File: config.mk
export PLATFORM = sky130hd
export DESIGN_NAME = ccr_result_regs
export DESIGN_NICKNAME = d
export VERILOG_FILES = /design/src/rtl/ccr_pkg.sv /design/src/rtl/ccr_result_regs.sv
export SDC_FILE = /design/constraint.sdc
export NUM_CORES = 1
export LEC_CHECK = 0
export BUFFER_PORTS_ARGS = -buffer_cell sky130_fd_sc_hd__clkbuf_2
export CAP_MARGIN = 20
export CORE_MARGIN = 5
export CORE_UTILIZATION = 35
export DETAILED_ROUTE_END_ITERATION = 7
export HOLD_SLACK_MARGIN = 0.1
export MAX_ROUTING_LAYER = met4
export REMOVE_ABC_BUFFERS = 1
export SKIP_CTS_REPAIR_TIMING = 1
export SLEW_MARGIN = 40
export SYNTH_ARGS = -nofsm -noshare
export SYNTH_HDL_FRONTEND = slang
export SYNTH_SLANG_ARGS = --single-unit
export TNS_END_PERCENT = 10
File: constraint.sdc
create_clock -name core_clk_i -period 8.1 [get_ports core_clk_i]
set_input_delay 0.405 -clock core_clk_i [delete_from_list [all_inputs] [get_ports core_clk_i]]
set_output_delay 0.405 -clock core_clk_i [all_outputs]
set_load 0.05 [all_outputs]
File: src/rtl/ccr_pkg.sv
package ccr_pkg;
    // Register indices
    localparam logic [7:0]  ADDR_CH0_UPPER    = 8'h00;
    localparam logic [7:0]  ADDR_CH0_LOWER    = 8'h01;
    localparam logic [7:0]  ADDR_CH1_UPPER    = 8'h02;
    localparam logic [7:0]  ADDR_CH1_LOWER    = 8'h03;
    localparam logic [7:0]  ADDR_CH2_UPPER    = 8'h04;
    localparam logic [7:0]  ADDR_CH2_LOWER    = 8'h05;
    localparam logic [7:0]  ADDR_CH3_UPPER    = 8'h06;
    localparam logic [7:0]  ADDR_CH3_LOWER    = 8'h07;
    localparam logic [7:0]  ADDR_CH0_INTERVAL = 8'h08;
    // Field positions
    localparam int          WD_FLAG_BIT       = 13;
    localparam int          AW_FLAG_BIT       = 12;
    localparam int          UPPER_DATA_MSB    = 11;
    localparam int          RESULT_SPLIT      = 16;
    // Reference count reset value and minimum
    localparam logic [15:0] REF_COUNT_RESET   = 16'h0080;
    localparam logic [15:0] REF_COUNT_MIN     = 16'h0100;
    // Conversion time per reference count unit
    localparam int          CLKS_PER_COUNT    = 16;
    localparam logic [1:0]  VARIANT_12        = 2'h0;
    localparam logic [1:0]  VARIANT_28        = 2'h1;
endpackage

File: src/rtl/ccr_result_regs.sv
`timescale 1ns/1ps
// Overview of operation
// - Watchdog flag at bit 13, clears on read.
// - Amplitude flag at bit 12, clears on read.
// - 12-bit variant: bits 11:0 hold result.
// - 28-bit variant: upper 27:16, lower 15:0.
// - Conversion lasts reference count times 16 clocks.
// - Reference count resets to 0x0080.
module ccr_result_regs #(
    parameter int          NUM_CH    = 4,
    parameter logic [1:0]  VARIANT   = ccr_pkg::VARIANT_28
) (
    input  wire logic              core_clk_i,
    input  wire logic              rst_i,
    input  wire logic              clk_en_i,
    input  wire logic              rd_i,
    input  wire logic              wr_i,
    input  wire logic [7:0]        addr_i,
    input  wire logic [15:0]       wdata_i,
    output logic [15:0]            rdata_o,
    input  wire logic [NUM_CH-1:0] conv_done_i,
    input  wire logic [NUM_CH-1:0] wd_fault_i,
    input  wire logic [NUM_CH-1:0] aw_fault_i,
    input  wire logic [27:0]       result_i [NUM_CH],
    output logic                   chan0_conv_end_o,
    output logic [15:0]            chan0_ref_count_o
);
    // ----------------------------------------
    // Parameter checks
    // ----------------------------------------
    // Only four result slots exist in the map
    if (NUM_CH < 1 || NUM_CH > 4) begin : g_bad_num_ch
        $error("NUM_CH must be 1..4");
    end
    if (VARIANT > ccr_pkg::VARIANT_28) begin : g_bad_variant
        $error("Unknown variant");
    end

    // ----------------------------------------
    // Storage
    // ----------------------------------------
    logic [27:0]       result_reg [NUM_CH];
    logic [27:0]       result_next [NUM_CH];
    logic [NUM_CH-1:0] wd_reg, wd_next, aw_reg, aw_next;
    logic [15:0]       lower_hold_reg [NUM_CH];
    logic [15:0]       lower_hold_next [NUM_CH];
    logic [15:0]       ref_count_reg, ref_count_next;
    logic [19:0]       conv_cnt_reg, conv_cnt_next;
    logic [15:0]       rdata_reg, rdata_next;
    logic              conv_end_reg, conv_end_next;

    function automatic logic is_upper(input logic [7:0] a, input int ch);
        return a == 8'((2 * ch) & 8'hff);
    endfunction

    // Interval length in clocks for a given reference count
    function automatic logic [19:0] conv_len(input logic [15:0] count);
        return 20'(32'(count) * ccr_pkg::CLKS_PER_COUNT);
    endfunction

    always_comb begin
        wd_next         = wd_reg;
        aw_next         = aw_reg;
        result_next     = result_reg;
        lower_hold_next = lower_hold_reg;
        ref_count_next  = ref_count_reg;
        rdata_next      = 16'h0000;
        conv_end_next   = 1'b0;
        // Conversion interval counter
        // count times sixteen
        // Reserved counts are not refused; zero wraps the limit
        if (conv_cnt_reg >= conv_len(ref_count_reg) - 20'h1) begin
            conv_cnt_next = 20'h0;
            conv_end_next = 1'b1;
        end else begin
            conv_cnt_next = conv_cnt_reg + 20'h1;
        end
        if (wr_i && addr_i == ccr_pkg::ADDR_CH0_INTERVAL) begin
            ref_count_next = wdata_i;
        end
        if (rd_i && addr_i == ccr_pkg::ADDR_CH0_INTERVAL) begin
            rdata_next = ref_count_reg;
        end
        for (int ch = 0; ch < NUM_CH; ch++) begin
            if (rd_i && is_upper(addr_i, ch)) begin
                rdata_next[ccr_pkg::WD_FLAG_BIT] = wd_reg[ch];
                rdata_next[ccr_pkg::AW_FLAG_BIT] = aw_reg[ch];
                if (VARIANT == ccr_pkg::VARIANT_28) begin
                    rdata_next[ccr_pkg::UPPER_DATA_MSB:0] = result_reg[ch][27:16];
                    lower_hold_next[ch] = result_reg[ch][15:0];
                end else begin
                    rdata_next[ccr_pkg::UPPER_DATA_MSB:0] = result_reg[ch][11:0];
                end
                wd_next[ch] = 1'b0;
                aw_next[ch] = 1'b0;
            end
            if (rd_i && VARIANT == ccr_pkg::VARIANT_28
                && addr_i == 8'((2 * ch + 1) & 8'hff)) begin
                rdata_next = lower_hold_reg[ch];
            end
            if (wd_fault_i[ch]) wd_next[ch] = 1'b1;
            if (aw_fault_i[ch]) aw_next[ch] = 1'b1;
            if (conv_done_i[ch]) result_next[ch] = result_i[ch];
        end
    end

    always_ff @(posedge core_clk_i or posedge rst_i) begin
        if (rst_i) begin
            wd_reg        <= '0;
            aw_reg        <= '0;
            ref_count_reg <= ccr_pkg::REF_COUNT_RESET;
            conv_cnt_reg  <= 20'h0;
            rdata_reg     <= 16'h0000;
            conv_end_reg  <= 1'b0;
            for (int ch = 0; ch < NUM_CH; ch++) begin
                result_reg[ch]     <= 28'h0;
                lower_hold_reg[ch] <= 16'h0000;
            end
        end else if (clk_en_i) begin
            wd_reg         <= wd_next;
            aw_reg         <= aw_next;
            ref_count_reg  <= ref_count_next;
            conv_cnt_reg   <= conv_cnt_next;
            rdata_reg      <= rdata_next;
            conv_end_reg   <= conv_end_next;
            result_reg     <= result_next;
            lower_hold_reg <= lower_hold_next;
        end
    end

    assign rdata_o           = rdata_reg;
    assign chan0_conv_end_o  = conv_end_reg;
    assign chan0_ref_count_o = ref_count_reg;

    // ----------------------------------------
    // Checks
    // ----------------------------------------
    property p_wd_clear;
        @(posedge core_clk_i) disable iff (rst_i)
        (clk_en_i && rd_i && addr_i == ccr_pkg::ADDR_CH0_UPPER && !wd_fault_i[0])
            |=> !wd_reg[0];
    endproperty
    a_wd_clear: assert property (p_wd_clear) else $error("watchdog flag not cleared");

    property p_aw_clear;
        @(posedge core_clk_i) disable iff (rst_i)
        (clk_en_i && rd_i && addr_i == ccr_pkg::ADDR_CH0_UPPER && !aw_fault_i[0])
            |=> !aw_reg[0];
    endproperty
    a_aw_clear: assert property (p_aw_clear) else $error("amplitude flag not cleared");

    property p_wd_read;
        @(posedge core_clk_i) disable iff (rst_i)
        (clk_en_i && rd_i && addr_i == ccr_pkg::ADDR_CH0_UPPER)
            |=> rdata_o[ccr_pkg::WD_FLAG_BIT] == $past(wd_reg[0]);
    endproperty
    a_wd_read: assert property (p_wd_read) else $error("watchdog bit misplaced");

    property p_aw_read;
        @(posedge core_clk_i) disable iff (rst_i)
        (clk_en_i && rd_i && addr_i == ccr_pkg::ADDR_CH0_UPPER)
            |=> rdata_o[ccr_pkg::AW_FLAG_BIT] == $past(aw_reg[0]);
    endproperty
    a_aw_read: assert property (p_aw_read) else $error("amplitude bit misplaced");

    property p_upper_data;
        @(posedge core_clk_i) disable iff (rst_i)
        (clk_en_i && rd_i && addr_i == ccr_pkg::ADDR_CH0_UPPER)
            |=> rdata_o[11:0] == (VARIANT == ccr_pkg::VARIANT_28 ?
                $past(result_reg[0][27:16]) : $past(result_reg[0][11:0]));
    endproperty
    a_upper_data: assert property (p_upper_data) else $error("upper data wrong");

    property p_lower_data;
        @(posedge core_clk_i) disable iff (rst_i)
        (clk_en_i && rd_i && addr_i == ccr_pkg::ADDR_CH0_UPPER
         && VARIANT == ccr_pkg::VARIANT_28)
            |=> lower_hold_reg[0] == $past(result_reg[0][15:0]);
    endproperty
    a_lower_data: assert property (p_lower_data) else $error("lower snapshot wrong");

    property p_flag_sticky;
        @(posedge core_clk_i) disable iff (rst_i)
        (wd_reg[0] && !(rd_i && addr_i == ccr_pkg::ADDR_CH0_UPPER)) |=> wd_reg[0];
    endproperty
    a_flag_sticky: assert property (p_flag_sticky) else $error("flag dropped");

    property p_flag_set;
        @(posedge core_clk_i) disable iff (rst_i)
        (clk_en_i && aw_fault_i[0]) |=> aw_reg[0];
    endproperty
    a_flag_set: assert property (p_flag_set) else $error("flag not set");

    property p_wd_set;
        @(posedge core_clk_i) disable iff (rst_i)
        (clk_en_i && wd_fault_i[0]) |=> wd_reg[0];
    endproperty
    a_wd_set: assert property (p_wd_set) else $error("watchdog flag not set");

    property p_conv_len;
        @(posedge core_clk_i) disable iff (rst_i)
        (clk_en_i && conv_end_next) |-> conv_cnt_reg == conv_len(ref_count_reg) - 20'h1;
    endproperty
    a_conv_len: assert property (p_conv_len) else $error("conversion length wrong");

    // Independent interval timer, so the length check does not reuse the counter
    logic [19:0] gap_cnt_reg, gap_cnt_next;
    logic        gap_ok_reg, gap_ok_next;

    always_comb begin
        gap_cnt_next = gap_cnt_reg + 20'h1;
        gap_ok_next  = gap_ok_reg;
        if (conv_end_reg) begin
            gap_cnt_next = 20'h1;
            gap_ok_next  = 1'b1;
        end
        // A rewrite mid-interval voids the next length
        if (wr_i && addr_i == ccr_pkg::ADDR_CH0_INTERVAL) begin
            gap_ok_next = 1'b0;
        end
    end

    always_ff @(posedge core_clk_i or posedge rst_i) begin
        if (rst_i) begin
            gap_cnt_reg <= 20'h0;
            gap_ok_reg  <= 1'b0;
        end else if (clk_en_i) begin
            gap_cnt_reg <= gap_cnt_next;
            gap_ok_reg  <= gap_ok_next;
        end
    end

    property p_conv_gap;
        @(posedge core_clk_i) disable iff (rst_i)
        (clk_en_i && chan0_conv_end_o && gap_ok_reg) |-> gap_cnt_reg == conv_len(ref_count_reg);
    endproperty
    a_conv_gap: assert property (p_conv_gap) else $error("conversion interval wrong");

    property p_reset_count;
        @(posedge core_clk_i)
        $fell(rst_i) |-> ref_count_reg == ccr_pkg::REF_COUNT_RESET;
    endproperty
    a_reset_count: assert property (p_reset_count) else $error("bad reset count");
endmodule

==> impl_metrics.env, run 1 <==
export IMPL_cts_max_path_buffers=3
export IMPL_min_delay_path_depth=2
export IMPL_setup_viol_count_final=0
export IMPL_max_stage_delay_ps=610
export IMPL_min_path_type="input port to register"
export IMPL_period_needed_ps=4190
export IMPL_wire_per_inst_microns=19.8
export IMPL_power_density_mw_per_mm2=211
export IMPL_cp_slowest_cell="nand2_1"
export IMPL_path_class="register to register"
export IMPL_overflow=0
export IMPL_dieArea_sq_mm=0.0358
export IMPL_synth_edf_count=0
export IMPL_grt_total_usage_pct=17.1
export IMPL_r2r_setup_slack_ps=3910
export IMPL_fin_worst_hold_slack_ps=101
export IMPL_nNetsFinal=1338
export IMPL_largest_reg_flops=112
export IMPL_final_hold_violation_count=0
export IMPL_worstMarginPinSlew_ps=746
export IMPL_drtIter0Drc=357
export IMPL_ys_seq_area_share_pct=52.8
export IMPL_die_w_microns=189
export IMPL_ys_seq_elements=237
export IMPL_worstPathMaxFanout=20
export IMPL_htree_num_levels=1
export IMPL_synth_area_top_cells="dfrtp_1 (53%), mux2_2 (19%), mux4_2 (2.8%)"
export IMPL_yosysTopAreaCellShare_pct=52.5
export IMPL_p_leak_uw=0.00675
export IMPL_grt_pass1_wl_microns=47200
export IMPL_power_uw=3080
export IMPL_fin_skew_ps=45.9
export IMPL_ios=186
export IMPL_slew_headroom_pct=50.2
export IMPL_dp_hpwl_microns=21400
export IMPL_num_rows=65
export IMPL_start_util_pct=35.5
export IMPL_fin_tns_setup_ps=0
export IMPL_cts_tree="done"
export IMPL_vdd_drop_max_v=0.000179
export IMPL_grt_setup_unrepaired="false"
export IMPL_clock_latency_ps=580
export IMPL_synth_distinct_cells=55
export IMPL_grt_pass1_vias=8179
export IMPL_worst_ep_required_time_ps=8520
export IMPL_numPortBuffers=185
export IMPL_globalplace_congestion=0.821
export IMPL_r2r_end="conv_cnt_reg[2]$_DFFE_PP0P_"
export IMPL_async_flop_share_pct=100
export IMPL_cts_made_buffers=28
export IMPL_fillers=2909
export IMPL_clock_sinks=237
export IMPL_synthCells=884
export IMPL_postRouteAntennaNets=0
export IMPL_synthToLayoutAreaGrowth_pct=29.7
export IMPL_synth_largest_area_cell="dfrtp_1"
export IMPL_yosysWarnings=0
export IMPL_synth_ff_type="dfrtp_1"
export IMPL_end_kind="register"
export IMPL_status="finished clean"
export IMPL_grt_max_degree=89
export IMPL_cp_common_cell="nand2_1"
export IMPL_die_h_microns=189
export IMPL_worstRegToRegCells=11
export IMPL_cp_endpoint="conv_cnt_reg[2]$_DFFE_PP0P_"
export IMPL_coreArea_sq_mm=0.0316
export IMPL_worstSetupPathDepth=11
export IMPL_antenna_found_initial=3
export IMPL_path_buf_inv=0
export IMPL_syn_area_sq_mm=0.0112
export IMPL_clkTransAtPathRegs_ps=60
export IMPL_via_per_inst=5.09
export IMPL_slew_violations=0
export IMPL_crit_start="chan0_ref_count_o[0]$_DFFE_PP0P_"
export IMPL_dr_pass1_iters=4
export IMPL_drcViolationCount=0
export IMPL_crit_arrival_ps=4620
export IMPL_drt_total_wl_microns=31500
export IMPL_period_share_pct=51.8
export IMPL_cpLargestDelayFamily="simple AND/OR/NAND/NOR gates"
export IMPL_clockRootBuffer="clkbuf_16"
export IMPL_max_cap_violations=0
export IMPL_vias=8108
export IMPL_drive_above_1_share_pct=38.5
export IMPL_crit_chain="or4_1, nor2b_1, nand2_1, nor3_1, xnor2_1, ha_1, a211oi_1, nor2_1, a2111oi_2, nand2_1, o311ai_1"
export IMPL_worstSetupStartpointType="register"
export IMPL_max_freq_mhz=239
export IMPL_rr_startpoint="chan0_ref_count_o[0]$_DFFE_PP0P_"
export IMPL_avgSynthCellArea_sq_um=12.7
## routing by layer
| metal | part of all wire (%) | track usage, % | vias to the layer above |
|---|---|---|---|
| met5 | 0 | - | - |
| met4 | 1.9 | 2.83 | 0 |
| met3 | 5.7 | 3.82 | 47 |
| met2 | 47 | 26.1 | 188 |
| met1 | 45 | 23.9 | 4045 |
| li1 | - | - | 3828 |
## cells in the mapped netlist, drive strengths merged (5+ instances only)
cell	number
dfrtp	236
mux2	192
nor2	46
clkbuf	38
nand2	36
o221ai	29
inv	26
nand3	24
xnor2	23
o21ai	22
a21oi	19
ha	18
nor2b	17
a2bb2oi	14
mux2i	14
mux4	14
o2bb2ai	14
buf	13
nand2b	11
nor3	11
nand4	10
a22o	8
nor4	5
xor2	5
## worst min-delay path by stage
stage	from	to	slack, ps
6_report	result_i[42]	result_reg[42]$_DFFE_PP0P_	100
5_1_grt	result_i[83]	result_reg[83]$_DFFE_PP0P_	100
4_1_cts	rst_i	lower_hold_reg[61]$_DFFE_PP0P_	-30
3_5_place_dp	result_reg[34]$_DFFE_PP0P_	lower_hold_reg[22]$_DFFE_PP0P_	480
3_3_place_gp	result_reg[29]$_DFFE_PP0P_	lower_hold_reg[17]$_DFFE_PP0P_	470
2_1_floorplan	result_reg[29]$_DFFE_PP0P_	lower_hold_reg[17]$_DFFE_PP0P_	460
## worst reg2reg max path, delay by kind of cell, from the launching register on
family / cells / cell delay, ps
XOR/XNOR: 1 / 160
AO/OA/AOI/OAI: 3 / 1280
AND/OR/NAND/NOR: 6 / 1900
flip-flops: 1 / 450
adder cells (fa/ha/maj): 1 / 280
## through the flow
| stage | util (%) | instance area [sq um] | std cells | worst slack (ps) |
|---|---|---|---|---|
| 6_report | 46.1 | 14600 | 1594 | 3910 |
| 2_1_floorplan | - | 11000 | 833 | 1190 |
| 3_5_place_dp | 39.7 | 12600 | 1433 | 3870 |
| 4_1_cts | 42.7 | 13500 | 1485 | 3850 |
| 5_1_grt | 46.1 | 14600 | 1594 | 3460 |
| 3_3_place_gp | 39.6 | 12500 | 1430 | 4050 |
## kinds of logic (layout without fill, tap and decap cells)
| logic type | Yosys count | in the layout | share of synthesized area (%) |
|---|---|---|---|
| adders and majority gates | 18 | 18 | 2.00 |
| and+or+nand+nor | 178 | 178 | 8.54 |
| xor gates and xnor gates | 28 | 28 | 2.18 |
| DFF | 237 | 237 | 52.8 |
| AOI/OAI and AO/OA | 126 | 126 | 8.28 |
| buffers and inverters | 77 | 382 | 2.93 |
| muxes | 220 | 220 | 23.3 |
| other | 0 | 3 | 0 |
## report_power, final
| part | switching, uW | internal, uW | total (uW) |
|---|---|---|---|
| Combinational | 195 | 220 | 415 |
| Sequential | 80.6 | 1300 | 1380 |
| Clock | 517 | 764 | 1280 |
| Total | 793 | 2280 | 3080 |
## cell type report
cell class / count / area [sq um] / area share [%]
multi-input cells: 570 / 4990 / 34.2
flip-flops and latches: 237 / 5930 / 40.7
repair buffers: 304 / 2100 / 14.4
inverters: 26 / 105 / 0.721
clock buffers: 38 / 768 / 5.27
diodes: 3 / 7.51 / 0.0515
well taps: 402 / 503 / 3.45
clock inverters: 14 / 179 / 1.23
## layout by cell type, fill, tap and decap left out, types with 5 or more instances in the layout
master         instances
a21oi_1               19
a22o_1                 8
a2bb2oi_1             14
buf_4                 11
clkbuf_1               7
clkbuf_16             28
clkbuf_2             184
clkinv_2               7
dfrtp_1              236
dlygate4sd3_1        105
ha_1                  18
inv_1                 25
mux2_1                 5
mux2_2               187
mux2i_1               14
mux4_2                14
nand2_1               34
nand2b_1              11
nand3_1               22
nand4_1               10
nor2_1                45
nor2b_1               17
nor3_1                 8
nor4_1                 5
o21ai_0               21
o221ai_1              29
o2bb2ai_1             14
xnor2_1               23
xor2_1                 5
Note: power is estimated with default switching activity, not from simulation.
==> inputs of run 2 (changes only) <==
--- a/config.mk
+++ b/config.mk
@@ -5,6 +5,7 @@
 export SDC_FILE = /design/constraint.sdc
 export NUM_CORES = 1
 export LEC_CHECK = 0
+export ABC_AREA = 1
 export BUFFER_PORTS_ARGS = -buffer_cell sky130_fd_sc_hd__clkbuf_2
 export CAP_MARGIN = 20
 export CORE_MARGIN = 5
==> constraint.sdc (replaced) <==
create_clock -name core_clk_i -period 3.9 [get_ports core_clk_i]
set_input_delay 0.195 -clock core_clk_i [delete_from_list [all_inputs] [get_ports core_clk_i]]
set_output_delay 0.195 -clock core_clk_i [all_outputs]
set_load 0.05 [all_outputs]
==> run 2 against run 1 <==
Cell count grew 16%. Routed wire length increased by 2.1%. Setup slack lost 3300 ps. Register-to-register slack worse by 3300 ps. Global-route usage rose by 0.82 points. Critical path type unchanged.
==> impl_metrics.env, run 2 <==
export IMPL_status="finished clean"
export IMPL_clock_sinks=237
export IMPL_postRouteAntennaNets=0
export IMPL_max_freq_mhz=304
export IMPL_p_leak_uw=0.00735
export IMPL_layout_setup_ws_ps=610
export IMPL_fin_worst_hold_slack_ps=195
export IMPL_yosysWarnings=0
export IMPL_fin_tns_setup_ps=0
export IMPL_slew_headroom_pct=43.7
export IMPL_synth_largest_area_cell="dfrtp_1"
export IMPL_clock_latency_ps=550
export IMPL_htree_num_levels=1
export IMPL_ys_seq_area_share_pct=53.8
export IMPL_end_kind="register"
export IMPL_drtIter0Drc=410
export IMPL_fillers=2925
export IMPL_clkTransAtPathRegs_ps=60
export IMPL_period_needed_ps=3290
export IMPL_worst_ep_required_time_ps=4300
export IMPL_largest_reg_flops=112
export IMPL_postPlaceCellArea_sq_mm=0.0124
export IMPL_overflow=0
export IMPL_multi_input_area_sq_mm=0.00456
export IMPL_synth_edf_count=0
export IMPL_antenna_found_initial=7
export IMPL_die_h_microns=188
export IMPL_grt_max_degree=124
export IMPL_crit_arrival_ps=3690
export IMPL_layout_area_seq_sq_mm=0.00593
export IMPL_grt_total_usage_pct=17.9
export IMPL_vias=8892
export IMPL_cts_made_buffers=27
export IMPL_cpLargestDelayFamily="simple AND/OR/NAND/NOR gates"
export IMPL_min_path_type="input port to register"
export IMPL_cts_max_path_buffers=3
export IMPL_nNetsFinal=1599
export IMPL_via_per_inst=4.79
export IMPL_worstSetupStartpointType="register"
export IMPL_clockRootBuffer="clkbuf_16"
export IMPL_globalplace_congestion=0.832
export IMPL_pre_cts_slack_ps=628
export IMPL_fin_area_sq_mm=0.0147
export IMPL_worstMarginPinSlew_ps=840
export IMPL_dieArea_sq_mm=0.0352
export IMPL_worstPathMaxFanout=16
export IMPL_power_density_mw_per_mm2=427
export IMPL_cp_slowest_cell="dfrtp_1"
export IMPL_path_class="register to register"
export IMPL_slew_violations=0
export IMPL_drt_total_wl_microns=32200
export IMPL_max_cap_violations=0
export IMPL_dr_pass1_iters=5
export IMPL_synthToLayoutAreaGrowth_pct=33.0
export IMPL_fin_skew_ps=19.6
export IMPL_coreArea_sq_mm=0.0313
export IMPL_crit_chain="inv_1, ha_1, nand3_1, nor2_1, nand3_1, nor3_1, xor2_1, inv_1, ha_1, nand4_1, nor2_1, nand4_1, nand3_1, nand2_1, inv_1, a21oi_1"
export IMPL_ios=186
export IMPL_max_stage_delay_ps=420
export IMPL_yosysTopAreaCellShare_pct=53.5
export IMPL_drcViolationCount=0
export IMPL_synth_distinct_cells=39
export IMPL_synth_area_top_cells="dfrtp_1 (54%), mux2_2 (15%), nand2_1 (8.3%)"
export IMPL_yosys_top_cells_count="nand2_1 (244), dfrtp_1 (236), mux2_2 (148), nor2_1 (90), inv_1 (86)"
export IMPL_start_util_pct=35.2
export IMPL_dp_hpwl_microns=22700
export IMPL_avgSynthCellArea_sq_um=10.0
export IMPL_vdd_drop_max_v=0.000351
export IMPL_final_cell_mix="nand2_1 (244), dfrtp_1 (236), clkbuf_2 (185)"
export IMPL_final_common_cell="nand2_1"
export IMPL_ys_seq_elements=237
export IMPL_yosysMostFrequentCell="nand2_1"
export IMPL_cts_tree="done"
export IMPL_grt_pass1_vias=8560
export IMPL_synthCells=1104
export IMPL_path_buf_inv=3
export IMPL_setup_viol_count_final=0
export IMPL_async_flop_share_pct=100
export IMPL_drive_above_1_share_pct=28.5
export IMPL_period_share_pct=84.4
export IMPL_die_w_microns=188
export IMPL_grt_setup_unrepaired="false"
export IMPL_numPortBuffers=185
export IMPL_final_hold_violation_count=0
export IMPL_synth_ff_type="dfrtp_1"
export IMPL_wire_per_inst_microns=17.3
export IMPL_num_rows=65
export IMPL_grt_pass1_wl_microns=48700
export IMPL_syn_area_sq_mm=0.0110
## run 2: changes by cell type after synthesis, moves of 17 or more
cell,delta
nor2b_1,-17
nand3_1,+43
inv_1,+60
buf_2,+19
clkbuf_1,-28
nor3_1,+18
mux2_2,-39
nand2_1,+209
o221ai_1,-29
nor2_1,+45
## run 2: metrics by stage
step,cells,total power (uW),util (%)
2_1_floorplan,1064,3330,-
3_3_place_gp,1664,3580,39.5
3_5_place_dp,1664,3600,39.5
4_1_cts,1712,6220,42.4
5_1_grt,1856,6570,46.9
6_report,1856,6270,46.9
## run 2: path summary, 6_finish.rpt
kind	to	slack (ps)	cells after the start	start
worst max-delay path	conv_cnt_reg[2]$_DFFE_PP0P_	610	16	chan0_ref_count_o[0]$_DFFE_PP0P_
worst min-delay path	wd_reg[0]$_DFFE_PP0P_	200	5	addr_i[1]
worst max register to register	conv_cnt_reg[2]$_DFFE_PP0P_	610	16	chan0_ref_count_o[0]$_DFFE_PP0P_
worst min register to register	lower_hold_reg[29]$_DFFE_PP0P_	470	2	result_reg[41]$_DFFE_PP0P_
max in group asynchronous	chan0_ref_count_o[7]$_DFFE_PP1P_	2570	4	rst_i
min in group asynchronous	result_reg[35]$_DFFE_PP0P_	300	3	rst_i
## run 2: kinds of logic (layout without fill, tap and decap cells)
kind of cell             Yosys count  in the layout  share of synthesized area, %
flip-flops                       237            237                          53.8
other                              0              7                             0
XOR/XNOR                          21             21                          1.67
AND/OR/NAND/NOR                  476            476                          18.9
adder cells (fa/ha/maj)           18             18                          2.04
buffers and inverters            131            474                          4.97
multiplexers                     149            149                          15.2
AO/OA/AOI/OAI                     72             72                          3.49
## run 2: power by group
part | internal (uW) | switching, uW
Sequential | 2700 | 168
Combinational | 406 | 394
Clock | 1590 | 1010
Total | 4690 | 1570
## run 2: routing by layer
layer	share of wire, %	vias up	global-route usage [%]
li1	-	4309	-
met1	45	4322	24.6
met2	48	215	27.9
met3	4.7	46	3.54
met4	2.0	0	3.75
met5	0	-	-
## run 2: final cells by class
cell class | instances | area share, %
Timing Repair Buffer | 335 | 16.3
Sequential cell | 237 | 40.4
Multi-Input combinational cell | 736 | 31.1
Inverter | 91 | 2.41
Antenna cell | 7 | 0.119
Tap cell | 402 | 3.43
Clock inverter | 7 | 0.853
Clock buffer | 41 | 5.37
## run 2: worst reg2reg max path: stages (launching register included)
cell and delay, ps:
dfrtp_1 420, inv_1 140, ha_1 220, nand3_1 150, nor2_1 170, nand3_1 160
nor3_1 200, xor2_1 170, inv_1 60, ha_1 290, nand4_1 120, nor2_1 160
nand4_1 90, nand3_1 180, nand2_1 110, inv_1 420, a21oi_1 90
